`config.mk`:
```
export PLATFORM = sky130hd
export DESIGN_NAME = tmr2_counter
export DESIGN_NICKNAME = d
export VERILOG_FILES = /design/src/verilog/tmr2_pkg.sv /design/src/verilog/tmr2_counter.sv
export VERILOG_INCLUDE_DIRS = /design/src /design/src/verilog
export SDC_FILE = /design/constraint.sdc
export NUM_CORES = 1
export LEC_CHECK = 0
export BUFFER_PORTS_ARGS = -buffer_cell sky130_fd_sc_hd__buf_2
export CORE_ASPECT_RATIO = 0.8
export CORE_MARGIN = 4
export CORE_UTILIZATION = 55
export CTS_BUF_LIST = sky130_fd_sc_hd__clkbuf_8
export DETAILED_ROUTE_END_ITERATION = 8
export GPL_ROUTABILITY_DRIVEN = 0
export PLACE_DENSITY = 0.79
export SLEW_MARGIN = 20
export SYNTH_ARGS = -nofsm -noshare
export SYNTH_HDL_FRONTEND = slang
export SYNTH_SLANG_ARGS = --single-unit
```
`constraint.sdc`:
```
create_clock -name clk -period 2 [get_ports clk]
set_input_delay 0.1 -clock clk [delete_from_list [all_inputs] [get_ports clk]]
set_output_delay 0.1 -clock clk [all_outputs]
set_load 0.005 [all_outputs]
```
`src/verilog/tmr2_params.svh`:
```
// Constants for the timer 2 capture/reload counter
`ifndef TMR2_PARAMS_SVH
`define TMR2_PARAMS_SVH
`define TMR2_ADDR_CONTROL    8'hc8
`define TMR2_ADDR_MODE       8'hc9
`define TMR2_ADDR_CAP_LOW    8'hca
`define TMR2_ADDR_CAP_HIGH   8'hcb
`define TMR2_ADDR_COUNT_LOW  8'hcc
`define TMR2_ADDR_COUNT_HIGH 8'hcd
`define TMR2_BIT_OVF         7
`define TMR2_BIT_EXF         6
`define TMR2_BIT_RXSEL       5
`define TMR2_BIT_TXSEL       4
`define TMR2_BIT_TRIGEN      3
`define TMR2_BIT_RUN         2
`define TMR2_BIT_CTSEL       1
`define TMR2_BIT_CAPSEL      0
`define TMR2_BIT_DOWN_COUNT_ENABLE        0
`define TMR2_RESET_BYTE      8'h00
`define TMR2_MODE_MASK       8'h03
`define TMR2_TICK_DIV        4'hb
`endif

```
`src/verilog/tmr2_pkg.sv`:
```
// Types for the timer 2 capture/reload counter
package tmr2_pkg;
  typedef struct packed {
    logic       write;
    logic       read;
    logic [7:0] addr;
    logic [7:0] wdata;
  } tmr2_sfr_s;
  typedef struct packed {
    logic overflowFlag;
    logic externalTriggerFlag;
    logic receiveBaudSelect;
    logic transmitBaudSelect;
    logic triggerEnable;
    logic runControl;
    logic counterTimerSelect;
    logic captureReloadSelect;
  } tmr2_ctrl_s;
endpackage
```
`src/verilog/tmr2_counter.sv`:
```
// Timer 2 capture/reload counter with its register block
// Summary of operation
// - Overflow sets bit 7 flag; only software clears it.
// - Overflow flag is not set while either baud select is high.
// - Trigger edge capture or reload with enable sets bit 6 flag.
// - With timer 2 interrupt enabled, external flag requests the vector.
// - With down-count enable high, external flag raises no interrupt.
// - Bit 5 high: receive baud uses timer 2 overflows, else timer 1.
// - Bit 4 high: transmit baud uses timer 2 overflows, else timer 1.
// - Bit 3 enables trigger edges unless timer 2 clocks the serial port.
// - Counter runs only while bit 2 run control is high.
// - Bit 1 picks internal ticks or external pin falling edges.
// - Capture mode with enable copies count on trigger falling edges.
// - Reload mode reloads on overflow and enabled trigger edges.
// - Any baud select forces auto-reload on overflow.
// - A byte pair holds captured or reload value.
// - Control register at 0c8h, bit-addressable, resets to zero.
`timescale 1ns/100ps
`default_nettype none
`include "tmr2_params.svh"
module tmr2_counter (
  input  wire logic              clk,
  input  wire logic              rst,
  input  wire tmr2_pkg::tmr2_sfr_s sfrReq,
  output logic [7:0]             sfrRdata,
  input  wire logic              bitWrite,
  input  wire logic [2:0]        bitIndex,
  input  wire logic              bitValue,
  input  wire logic              externalCountPin,
  input  wire logic              triggerPin,
  input  wire logic              timer2IntEnable,
  input  wire logic              timer1Overflow,
  output logic                   timer2IntRequest,
  output logic                   receiveBaudClock,
  output logic                   transmitBaudClock
);
  tmr2_pkg::tmr2_ctrl_s ctrl;
  logic [7:0]  modeReg;
  logic [7:0]  capLow;
  logic [7:0]  capHigh;
  logic [7:0]  countLow;
  logic [7:0]  countHigh;
  logic [15:0] count;
  logic [3:0]  tickDiv;
  logic        tick;
  logic        cntMeta, cntSync, cntLast;
  logic        trgMeta, trgSync, trgLast;
  logic        cntFall, trgFall;
  logic        baudMode, step, overflow, trigEvent;
  logic        doCapture, doReload;
  logic [15:0] next_count;
  logic [7:0]  next_ctrlByte;
  logic        wrCtrl;
  logic [7:0]  ctrlByte;

  // Decode a register address match on a write
  // The strobe is an argument so that continuous users see it change
  function automatic logic hit(input tmr2_pkg::tmr2_sfr_s q,
                               input logic [7:0]          b);
    hit = q.write && (q.addr == b);
  endfunction

  // Machine-cycle tick from the core clock
  always_ff @(posedge clk) begin
    if (rst || tickDiv == `TMR2_TICK_DIV) begin
      tickDiv <= 4'h0;
    end else begin
      tickDiv <= tickDiv + 4'h1;
    end
  end
  assign tick = (tickDiv == `TMR2_TICK_DIV);

  // Two-stage synchronisers and edge history for the pins
  always_ff @(posedge clk) begin
    if (rst) begin
      cntMeta <= 1'b1;
      cntSync <= 1'b1;
      cntLast <= 1'b1;
      trgMeta <= 1'b1;
      trgSync <= 1'b1;
      trgLast <= 1'b1;
    end else begin
      cntMeta <= externalCountPin;
      cntSync <= cntMeta;
      cntLast <= cntSync;
      trgMeta <= triggerPin;
      trgSync <= trgMeta;
      trgLast <= trgSync;
    end
  end
  assign cntFall = cntLast && !cntSync;
  assign trgFall = trgLast && !trgSync;

  // Counting and event conditions
  assign count     = {countHigh, countLow};
  assign baudMode  = ctrl.receiveBaudSelect || ctrl.transmitBaudSelect;
  assign step      = ctrl.runControl &&
                     (ctrl.counterTimerSelect ? cntFall : tick);
  assign overflow  = step && (count == 16'hffff);
  assign trigEvent = trgFall && ctrl.triggerEnable && !baudMode;
  assign doCapture = trigEvent && ctrl.captureReloadSelect;
  assign doReload  = overflow && (baudMode || !ctrl.captureReloadSelect)
                   || trigEvent && !ctrl.captureReloadSelect;

  // Next counter value
  always_comb begin
    next_count = count;
    if (doReload) begin
      next_count = {capHigh, capLow};
    end else if (step) begin
      next_count = count + 16'h0001;
    end
  end

  // Counter bytes: software writes, else hardware update
  always_ff @(posedge clk) begin
    if (rst) begin
      countLow  <= `TMR2_RESET_BYTE;
      countHigh <= `TMR2_RESET_BYTE;
    end else begin
      countLow  <= next_count[7:0];
      countHigh <= next_count[15:8];
      if (hit(sfrReq, `TMR2_ADDR_COUNT_LOW)) begin
        countLow <= sfrReq.wdata;
      end
      if (hit(sfrReq, `TMR2_ADDR_COUNT_HIGH)) begin
        countHigh <= sfrReq.wdata;
      end
    end
  end

  // Capture/reload pair: capture wins over software write
  always_ff @(posedge clk) begin
    if (rst) begin
      capLow  <= `TMR2_RESET_BYTE;
      capHigh <= `TMR2_RESET_BYTE;
    end else if (doCapture) begin
      capLow  <= countLow;
      capHigh <= countHigh;
    end else begin
      if (hit(sfrReq, `TMR2_ADDR_CAP_LOW)) begin
        capLow <= sfrReq.wdata;
      end
      if (hit(sfrReq, `TMR2_ADDR_CAP_HIGH)) begin
        capHigh <= sfrReq.wdata;
      end
    end
  end

  // Mode register keeps only its two implemented bits
  always_ff @(posedge clk) begin
    if (rst) begin
      modeReg <= `TMR2_RESET_BYTE;
    end else if (hit(sfrReq, `TMR2_ADDR_MODE)) begin
      modeReg <= sfrReq.wdata & `TMR2_MODE_MASK;
    end
  end

  // Byte or single-bit write to the control register
  assign wrCtrl = hit(sfrReq, `TMR2_ADDR_CONTROL) || bitWrite;
  assign ctrlByte = ctrl;
  always_comb begin
    next_ctrlByte = ctrl;
    if (hit(sfrReq, `TMR2_ADDR_CONTROL)) begin
      next_ctrlByte = sfrReq.wdata;
    end else if (bitWrite) begin
      next_ctrlByte[bitIndex] = bitValue;
    end
  end

  // Control register; hardware set wins over software clear
  always_ff @(posedge clk) begin
    if (rst) begin
      ctrl <= tmr2_pkg::tmr2_ctrl_s'(`TMR2_RESET_BYTE);
    end else begin
      if (wrCtrl) begin
        ctrl <= tmr2_pkg::tmr2_ctrl_s'(next_ctrlByte);
      end
      if (overflow && !baudMode) begin
        ctrl.overflowFlag <= 1'b1;
      end
      if (trigEvent) begin
        ctrl.externalTriggerFlag <= 1'b1;
      end
    end
  end

  // Read data multiplexer, unmapped reads give zero
  always_ff @(posedge clk) begin
    if (rst) begin
      sfrRdata <= 8'h00;
    end else begin
      unique case (sfrReq.addr)
        `TMR2_ADDR_CONTROL:    sfrRdata <= ctrl;
        `TMR2_ADDR_MODE:       sfrRdata <= modeReg;
        `TMR2_ADDR_CAP_LOW:    sfrRdata <= capLow;
        `TMR2_ADDR_CAP_HIGH:   sfrRdata <= capHigh;
        `TMR2_ADDR_COUNT_LOW:  sfrRdata <= countLow;
        `TMR2_ADDR_COUNT_HIGH: sfrRdata <= countHigh;
        default:               sfrRdata <= 8'h00;
      endcase
    end
  end

  // Interrupt request and baud clock selection
  always_ff @(posedge clk) begin
    if (rst) begin
      timer2IntRequest  <= 1'b0;
      receiveBaudClock  <= 1'b0;
      transmitBaudClock <= 1'b0;
    end else begin
      timer2IntRequest  <= timer2IntEnable && (ctrl.overflowFlag ||
        ctrl.externalTriggerFlag && !modeReg[`TMR2_BIT_DOWN_COUNT_ENABLE]);
      receiveBaudClock  <= ctrl.receiveBaudSelect ? overflow
                                                  : timer1Overflow;
      transmitBaudClock <= ctrl.transmitBaudSelect ? overflow
                                                   : timer1Overflow;
    end
  end
endmodule
`default_nettype wire

```
* Word-level counts from Yosys, hierarchy flattened
Index checks and enable logic that the tools add are counted.
** Storage, ports and cells
- Bits in registers :: 63
- Bits in latches :: 0
- Memory bits (writable) :: 0
- Memory bits (read-only) :: 0
- Input bits :: 29
- Output and inout port bits :: 11
- Logic and storage cells :: 98
- Memories :: 0
** Operators by class
- $add $sub $neg :: 2
- Multipliers :: 0
- Div/mod/pow operators :: 0
- Magnitude comparators :: 2
- Equal/unequal tests :: 8
- Shifts and indexed selects :: 0
- Multiplexer cells :: 20
- Bitwise logic cells :: 0
- Reduce and logical (&&, ||, !) cells :: 42
** Operators by type and width (number)
- 2-to-1 mux 8 bit :: 9
- equality test 8 bit (second input constant) :: 6
- one-hot mux 8 bit (6 select lines) :: 1
- 2-to-1 mux 16 bit :: 2
- logical AND 1 bit :: 19
- adder 16 x 1 -> 16 bit (second input constant) :: 1
- equality test 16 bit (second input constant) :: 1
- nonzero test 3 bit :: 4
- nonzero test 2 bit :: 5
- bitwise mux 8 bit :: 1
- logical OR 1 bit :: 6
- 2-to-1 mux 1 bit :: 6
- AND reduction 2 bit :: 3
- zero test 1 bit :: 5
- adder 4 x 1 -> 4 bit (second input constant) :: 1
- equality test 4 bit (second input constant) :: 1
- < comparator 3 x 4 -> 1 bit (second input constant) :: 1
- demux 1 bit (select 3 bit) :: 1
- >= comparator 3 x 1 -> 1 bit (second input constant) :: 1

* Logic depth before layout (Yosys ltp)
- Depth in word-level cells :: 9
- Gate-level depth with buffers :: 8
- Depth with buffers taken out :: 6

* Worst setup path before layout
OpenSTA, ideal clock, no wires.
- Kind :: reg-to-reg
- Start point :: register countLow[0]
- End point :: register countHigh[1]
- Library setup time :: 0.112 ns
- Data arrival time :: 1.753 ns
- Required time :: 1.888 ns
- Setup slack :: 0.135 ns
- Cell stages (with the launch flop) :: 7
- Buffers on the path :: 0
- Clock period less this slack :: 1.865 ns
- Path through :: dfxtp_1 -> ha_1 -> nand4_1 -> a211oi_1 -> a21oi_2 -> mux2i_1 -> a2111oi_1
** Between the ends
- Word-level cells in the longest chain between the ends :: 6
- Elaborated cells between the ends (all ways) :: 9
- Classes of those cells :: add/sub (1); eq/ne (1); mux (3); reduce/logical (4)
** RTL lines
- start: declaration :: RTL line tmr2_counter.sv:41 : logic [7:0] countLow;
- start signal: assignment :: RTL line tmr2_counter.sv:118 : countLow <= `TMR2_RESET_BYTE;
- start signal: assignment :: RTL line tmr2_counter.sv:121 : countLow <= next_count[7:0];
- start signal: assignment :: RTL line tmr2_counter.sv:124 : countLow <= sfrReq.wdata;
- branches (longest 6 deep; another with adder 16 x 1 -> 16 bit)
- end signal: assignment :: RTL line tmr2_counter.sv:119 : countHigh <= `TMR2_RESET_BYTE;
- end signal: assignment :: RTL line tmr2_counter.sv:122 : countHigh <= next_count[15:8];
- end signal: assignment :: RTL line tmr2_counter.sv:127 : countHigh <= sfrReq.wdata;
- end: declaration :: RTL line tmr2_counter.sv:42 : logic [7:0] countHigh;
Parallel ways; which one is timed is not known. The select of a mux whose other input is x is not followed.
A chain may end at the register's enable or synchronous reset.

* Final worst setup path
- Start point :: register tickDiv[0]
- End point :: register countHigh[6]
** Between the ends
- Word-level cells in the longest chain between the ends :: 8
- Elaborated cells between the ends (all ways) :: 9
- Classes of those cells :: eq/ne (1); mux (3); reduce/logical (5)
** RTL lines
- start: declaration :: RTL line tmr2_counter.sv:44 : logic [3:0] tickDiv;
- start signal: assignment :: RTL line tmr2_counter.sv:68 : tickDiv <= tickDiv + 4'h1;
- equality test 4 bit (no source line) *
- 2-to-1 mux 1 bit * :: RTL line tmr2_counter.sv:98 : (ctrl.counterTimerSelect ? cntFall : tick);
- logical AND 1 bit * :: RTL line tmr2_counter.sv:97 : assign step = ctrl.runControl &&
- logical AND 1 bit :: RTL line tmr2_counter.sv:99 : assign overflow = step && (count == 16'hffff);
- logical AND 1 bit :: RTL line tmr2_counter.sv:102 : assign doReload = overflow && (baudMode || !ctrl.captureReloadSelect)
- logical OR 1 bit :: RTL line tmr2_counter.sv:103 : || trigEvent && !ctrl.captureReloadSelect;
- 2-to-1 mux 16 bit :: RTL line tmr2_counter.sv:108 : if (doReload) begin
- 2-to-1 mux 8 bit :: RTL line tmr2_counter.sv:126 : if (hit(sfrReq, `TMR2_ADDR_COUNT_HIGH)) begin
Every way passes the cells marked *; elsewhere a longest branch is shown, timed or not.

==> summary.txt <==
Routing
  • Number of iterations in the first detailed-routing pass: 6
  • DR WL/cell: 19.6 um
  • DRC viols: 0
  • Antenna-violating nets left: 0
  • Routed wire length: 10.9 mm
  • Initial DRC count: 523
  • Via count: 3640
  • DR vias/cell: 6.54

Cells and area
  • Final Net Count: 502
  • Area growth from synthesis to layout: 22.9%
  • Finished Core Util: 0.717
  • # diodes: 0
  • Share of post-route cells with drive strength above 1: 0.269

Timing
  • Slew @ Worst Pin: 0.512 ns
  • Setup ws final: 0.0536 ns
  • Final Hold Fails: 0
  • Skew final: 0.00800 ns
  • Min Tclk post-route: 1.95 ns
  • Crit share post-route: 0.973
  • Max Slew Vio Count: 0
  • Fmax: 514 MHz
  • # setup viols final: 0
  • Worst slew margin: 0.658

Placed design
  • Pre-CTS setup slack: 0.0733 ns
  • I/O Buffers: 38
  • DP HPWL: 7.78 mm

Synth
  • Cell Area, Synth: 0.00356 mm^2
  • Syn avg cell area: 8.85 um^2
  • Post-synth top area share: 0.355
  • Cell variety after synth: 61
  • Largest cells by area after synthesis: dfxtp_1 35%, mux2i_1 11%, a211oi_1 5.7%
  • Seq/Total Area, Yosys: 0.355
  • Synthesized instance count: 402
  • FF+latch count, synth: 63
  • Ys async rst share: 0
  • Ys flop type: dfxtp_1
  • Yosys warns: 0
  • Syn nets: 433
  • Number of synthesized flops with an enable pin: 0
  • Cell taking the most area after synthesis: dfxtp_1

Setup path
  • Critical path endpoint category: flip-flop
  • Nature of the critical path startpoint: flip-flop
  • Crit path max fanout: 10
  • Arr. time, crit path: 2.19 ns
  • WS Path Type: flip-flop to flip-flop
  • Crit path required time: 2.24 ns

Global route
  • GRT Resource Usage Total: 0.286
  • Largest net degree at the start of global routing: 50
  • Gr ovfl total: 0
  • First-pass GRT wire length: 17.4 mm
  • Antenna violations before repair: 0
  • Number of global-route vias before repair: 3352

Die
  • IO Pins: 40
  • Die width: 97.9 um
  • Rows: 25
  • Core ar.: 0.00610 mm^2
  • Die Y: 79.9 um
  • Die area: 0.00782 mm^2
  • Initial Utilization: 0.583

Clock network
  • CTS Buf Count: 9
  • Postcts setup bufs: 0
  • # clock sinks: 63
  • Worst skew pair latency: 0.36 ns
  • Root buf cell: clkbuf_8
  • CTS clk-pin slew, worst paths: 0.08 ns
  • H-tree levels: 3
  • Clock buffer depth: 2
  • CTS tree: done

Pwr
  • Leak: 0.00187 uW
  • Switching Power: 684 uW
  • Comb pwr share: 0.072
  • Cell Int Power: 2070 uW
  • Sequential power share: 0.468
  • Worst IR Drop VDD: 0.435 mV
  • Power density cells: 630 mW/mm^2
  • Clock power frac: 0.461
  • Sw Ratio: 0.248
  • PnR Total Power: 2750 uW

Flow run
  • Max-cap violation count: 0

Status
  • Status: completed

Hold path
  • Worst Hold Class: primary input to flip-flop
worst max-delay path: stages, from the launching register on:
cell,delay (ns)
dfxtp_1,0.40
ha_4,0.17
nand4bb_4,0.14
a211oi_2,0.31
a21oi_2,0.09
buf_4,0.20
mux2i_1,0.13
a2111oi_1,0.39
routing by layer:
metal,up-vias,routed length (um),global-route usage
li1,1650,-,-
met3,42,1250,0.0900
met1,1701,4620,0.378
met4,0,406,0.147
met5,-,0,0
met2,247,4630,0.419
layout make-up:
class | instances | area [um^2]
clock buffers | 9 | 124
flip-flops and latches | 63 | 1260
inverters | 8 | 30.0
well taps | 81 | 101
fillers | 459 | 1730
repair buffers | 83 | 551
clock inverters | 7 | 104
multi-input cells | 306 | 2200
cells by family after synthesis:
logic type	synth area share
buffers and inverters	0.0405
adder cells (fa/ha/maj)	0.00704
AO/OA/AOI/OAI	0.177
multiplexers	0.135
XOR/XNOR	0.0320
flip-flops	0.355
AND/OR/NAND/NOR	0.254
synth_stat cells (4+ instances only):
cell type	number
a222oi_1	5
a21oi_1	17
nand2_1	16
inv_1	8
clkbuf_1	14
nand4_1	7
o21ai_0	5
a211oi_1	27
dfxtp_1	63
o22ai_1	6
nor2_1	49
mux2i_1	40
buf_2	7
xnor2_1	7
a31oi_1	4
xor2_1	6
nor3_1	16
and2_1	5
nor3b_1	5
or2_2	7
nand3_1	21
state kept, by name, summed over array words and instances, names as in the netlist, 2 cells and up, named ones only:
name       cells
capLow         8
capHigh        8
countHigh      8
modeReg        2
tickDiv        4
sfrRdata       8
countLow       8
ctrl           2
cells in the final DEF (no fill, tap or decap), types with 6 or more instances in the layout:
master / netlist / routed
xor2_1: 6 / 6
nand2_1: 16 / 16
or2_2: 7 / 7
dfxtp_1: 63 / 63
nor3_1: 16 / 16
xnor2_1: 7 / 7
nand3_1: 21 / 21
buf_4: 1 / 40
clkbuf_8: 0 / 9
nor2_1: 49 / 49
nand4_1: 7 / 7
a211oi_1: 27 / 26
o22ai_1: 6 / 6
a21oi_1: 17 / 17
mux2i_1: 40 / 40
inv_1: 8 / 8
buf_2: 7 / 38
per-stage QoR:
stage	cells	hold slack (ns)	setup TNS (ns)	instance area [um^2]
after floorplan	402	0.204	0	3560
after global placement	537	0.282	0	4050
after detailed placement	537	0.286	0	4050
after CTS	557	0.0361	0	4320
after global routing	557	0.0549	-0.0857	4370
final	557	0.0397	0	4370
what timing repair did:
item	in CTS	in global routing
endpoints found under the hold margin	4	0
hold buffers	4	0
resized for setup	0	7
endpoints found under the setup margin	0	15
path summary, 6_finish.rpt:
kind	start	slack, ns	depth (start not counted)	endpoint
setup / recovery	tickDiv[0]$_SDFF_PP0_	0.05	7	countHigh[6]$_SDFFE_PP0P_
hold / removal	rst	0.04	2	capLow[5]$_SDFFE_PP0P_
setup reg to reg	tickDiv[0]$_SDFF_PP0_	0.05	7	countHigh[6]$_SDFFE_PP0P_
hold reg to reg	cntMeta$_SDFF_PP1_	0.41	1	cntSync$_SDFF_PP1_
power groups by stage:
stage,clock network [uW],logic [uW],registers (uW)
finish,1270,197,1290
global route,1350,213,1290
CTS,1290,191,1280
detailed placement,0,183,1310
global placement,0,178,1310
floorplan,0,95.7,1310
Note: power is estimated with default switching activity, not from simulation.
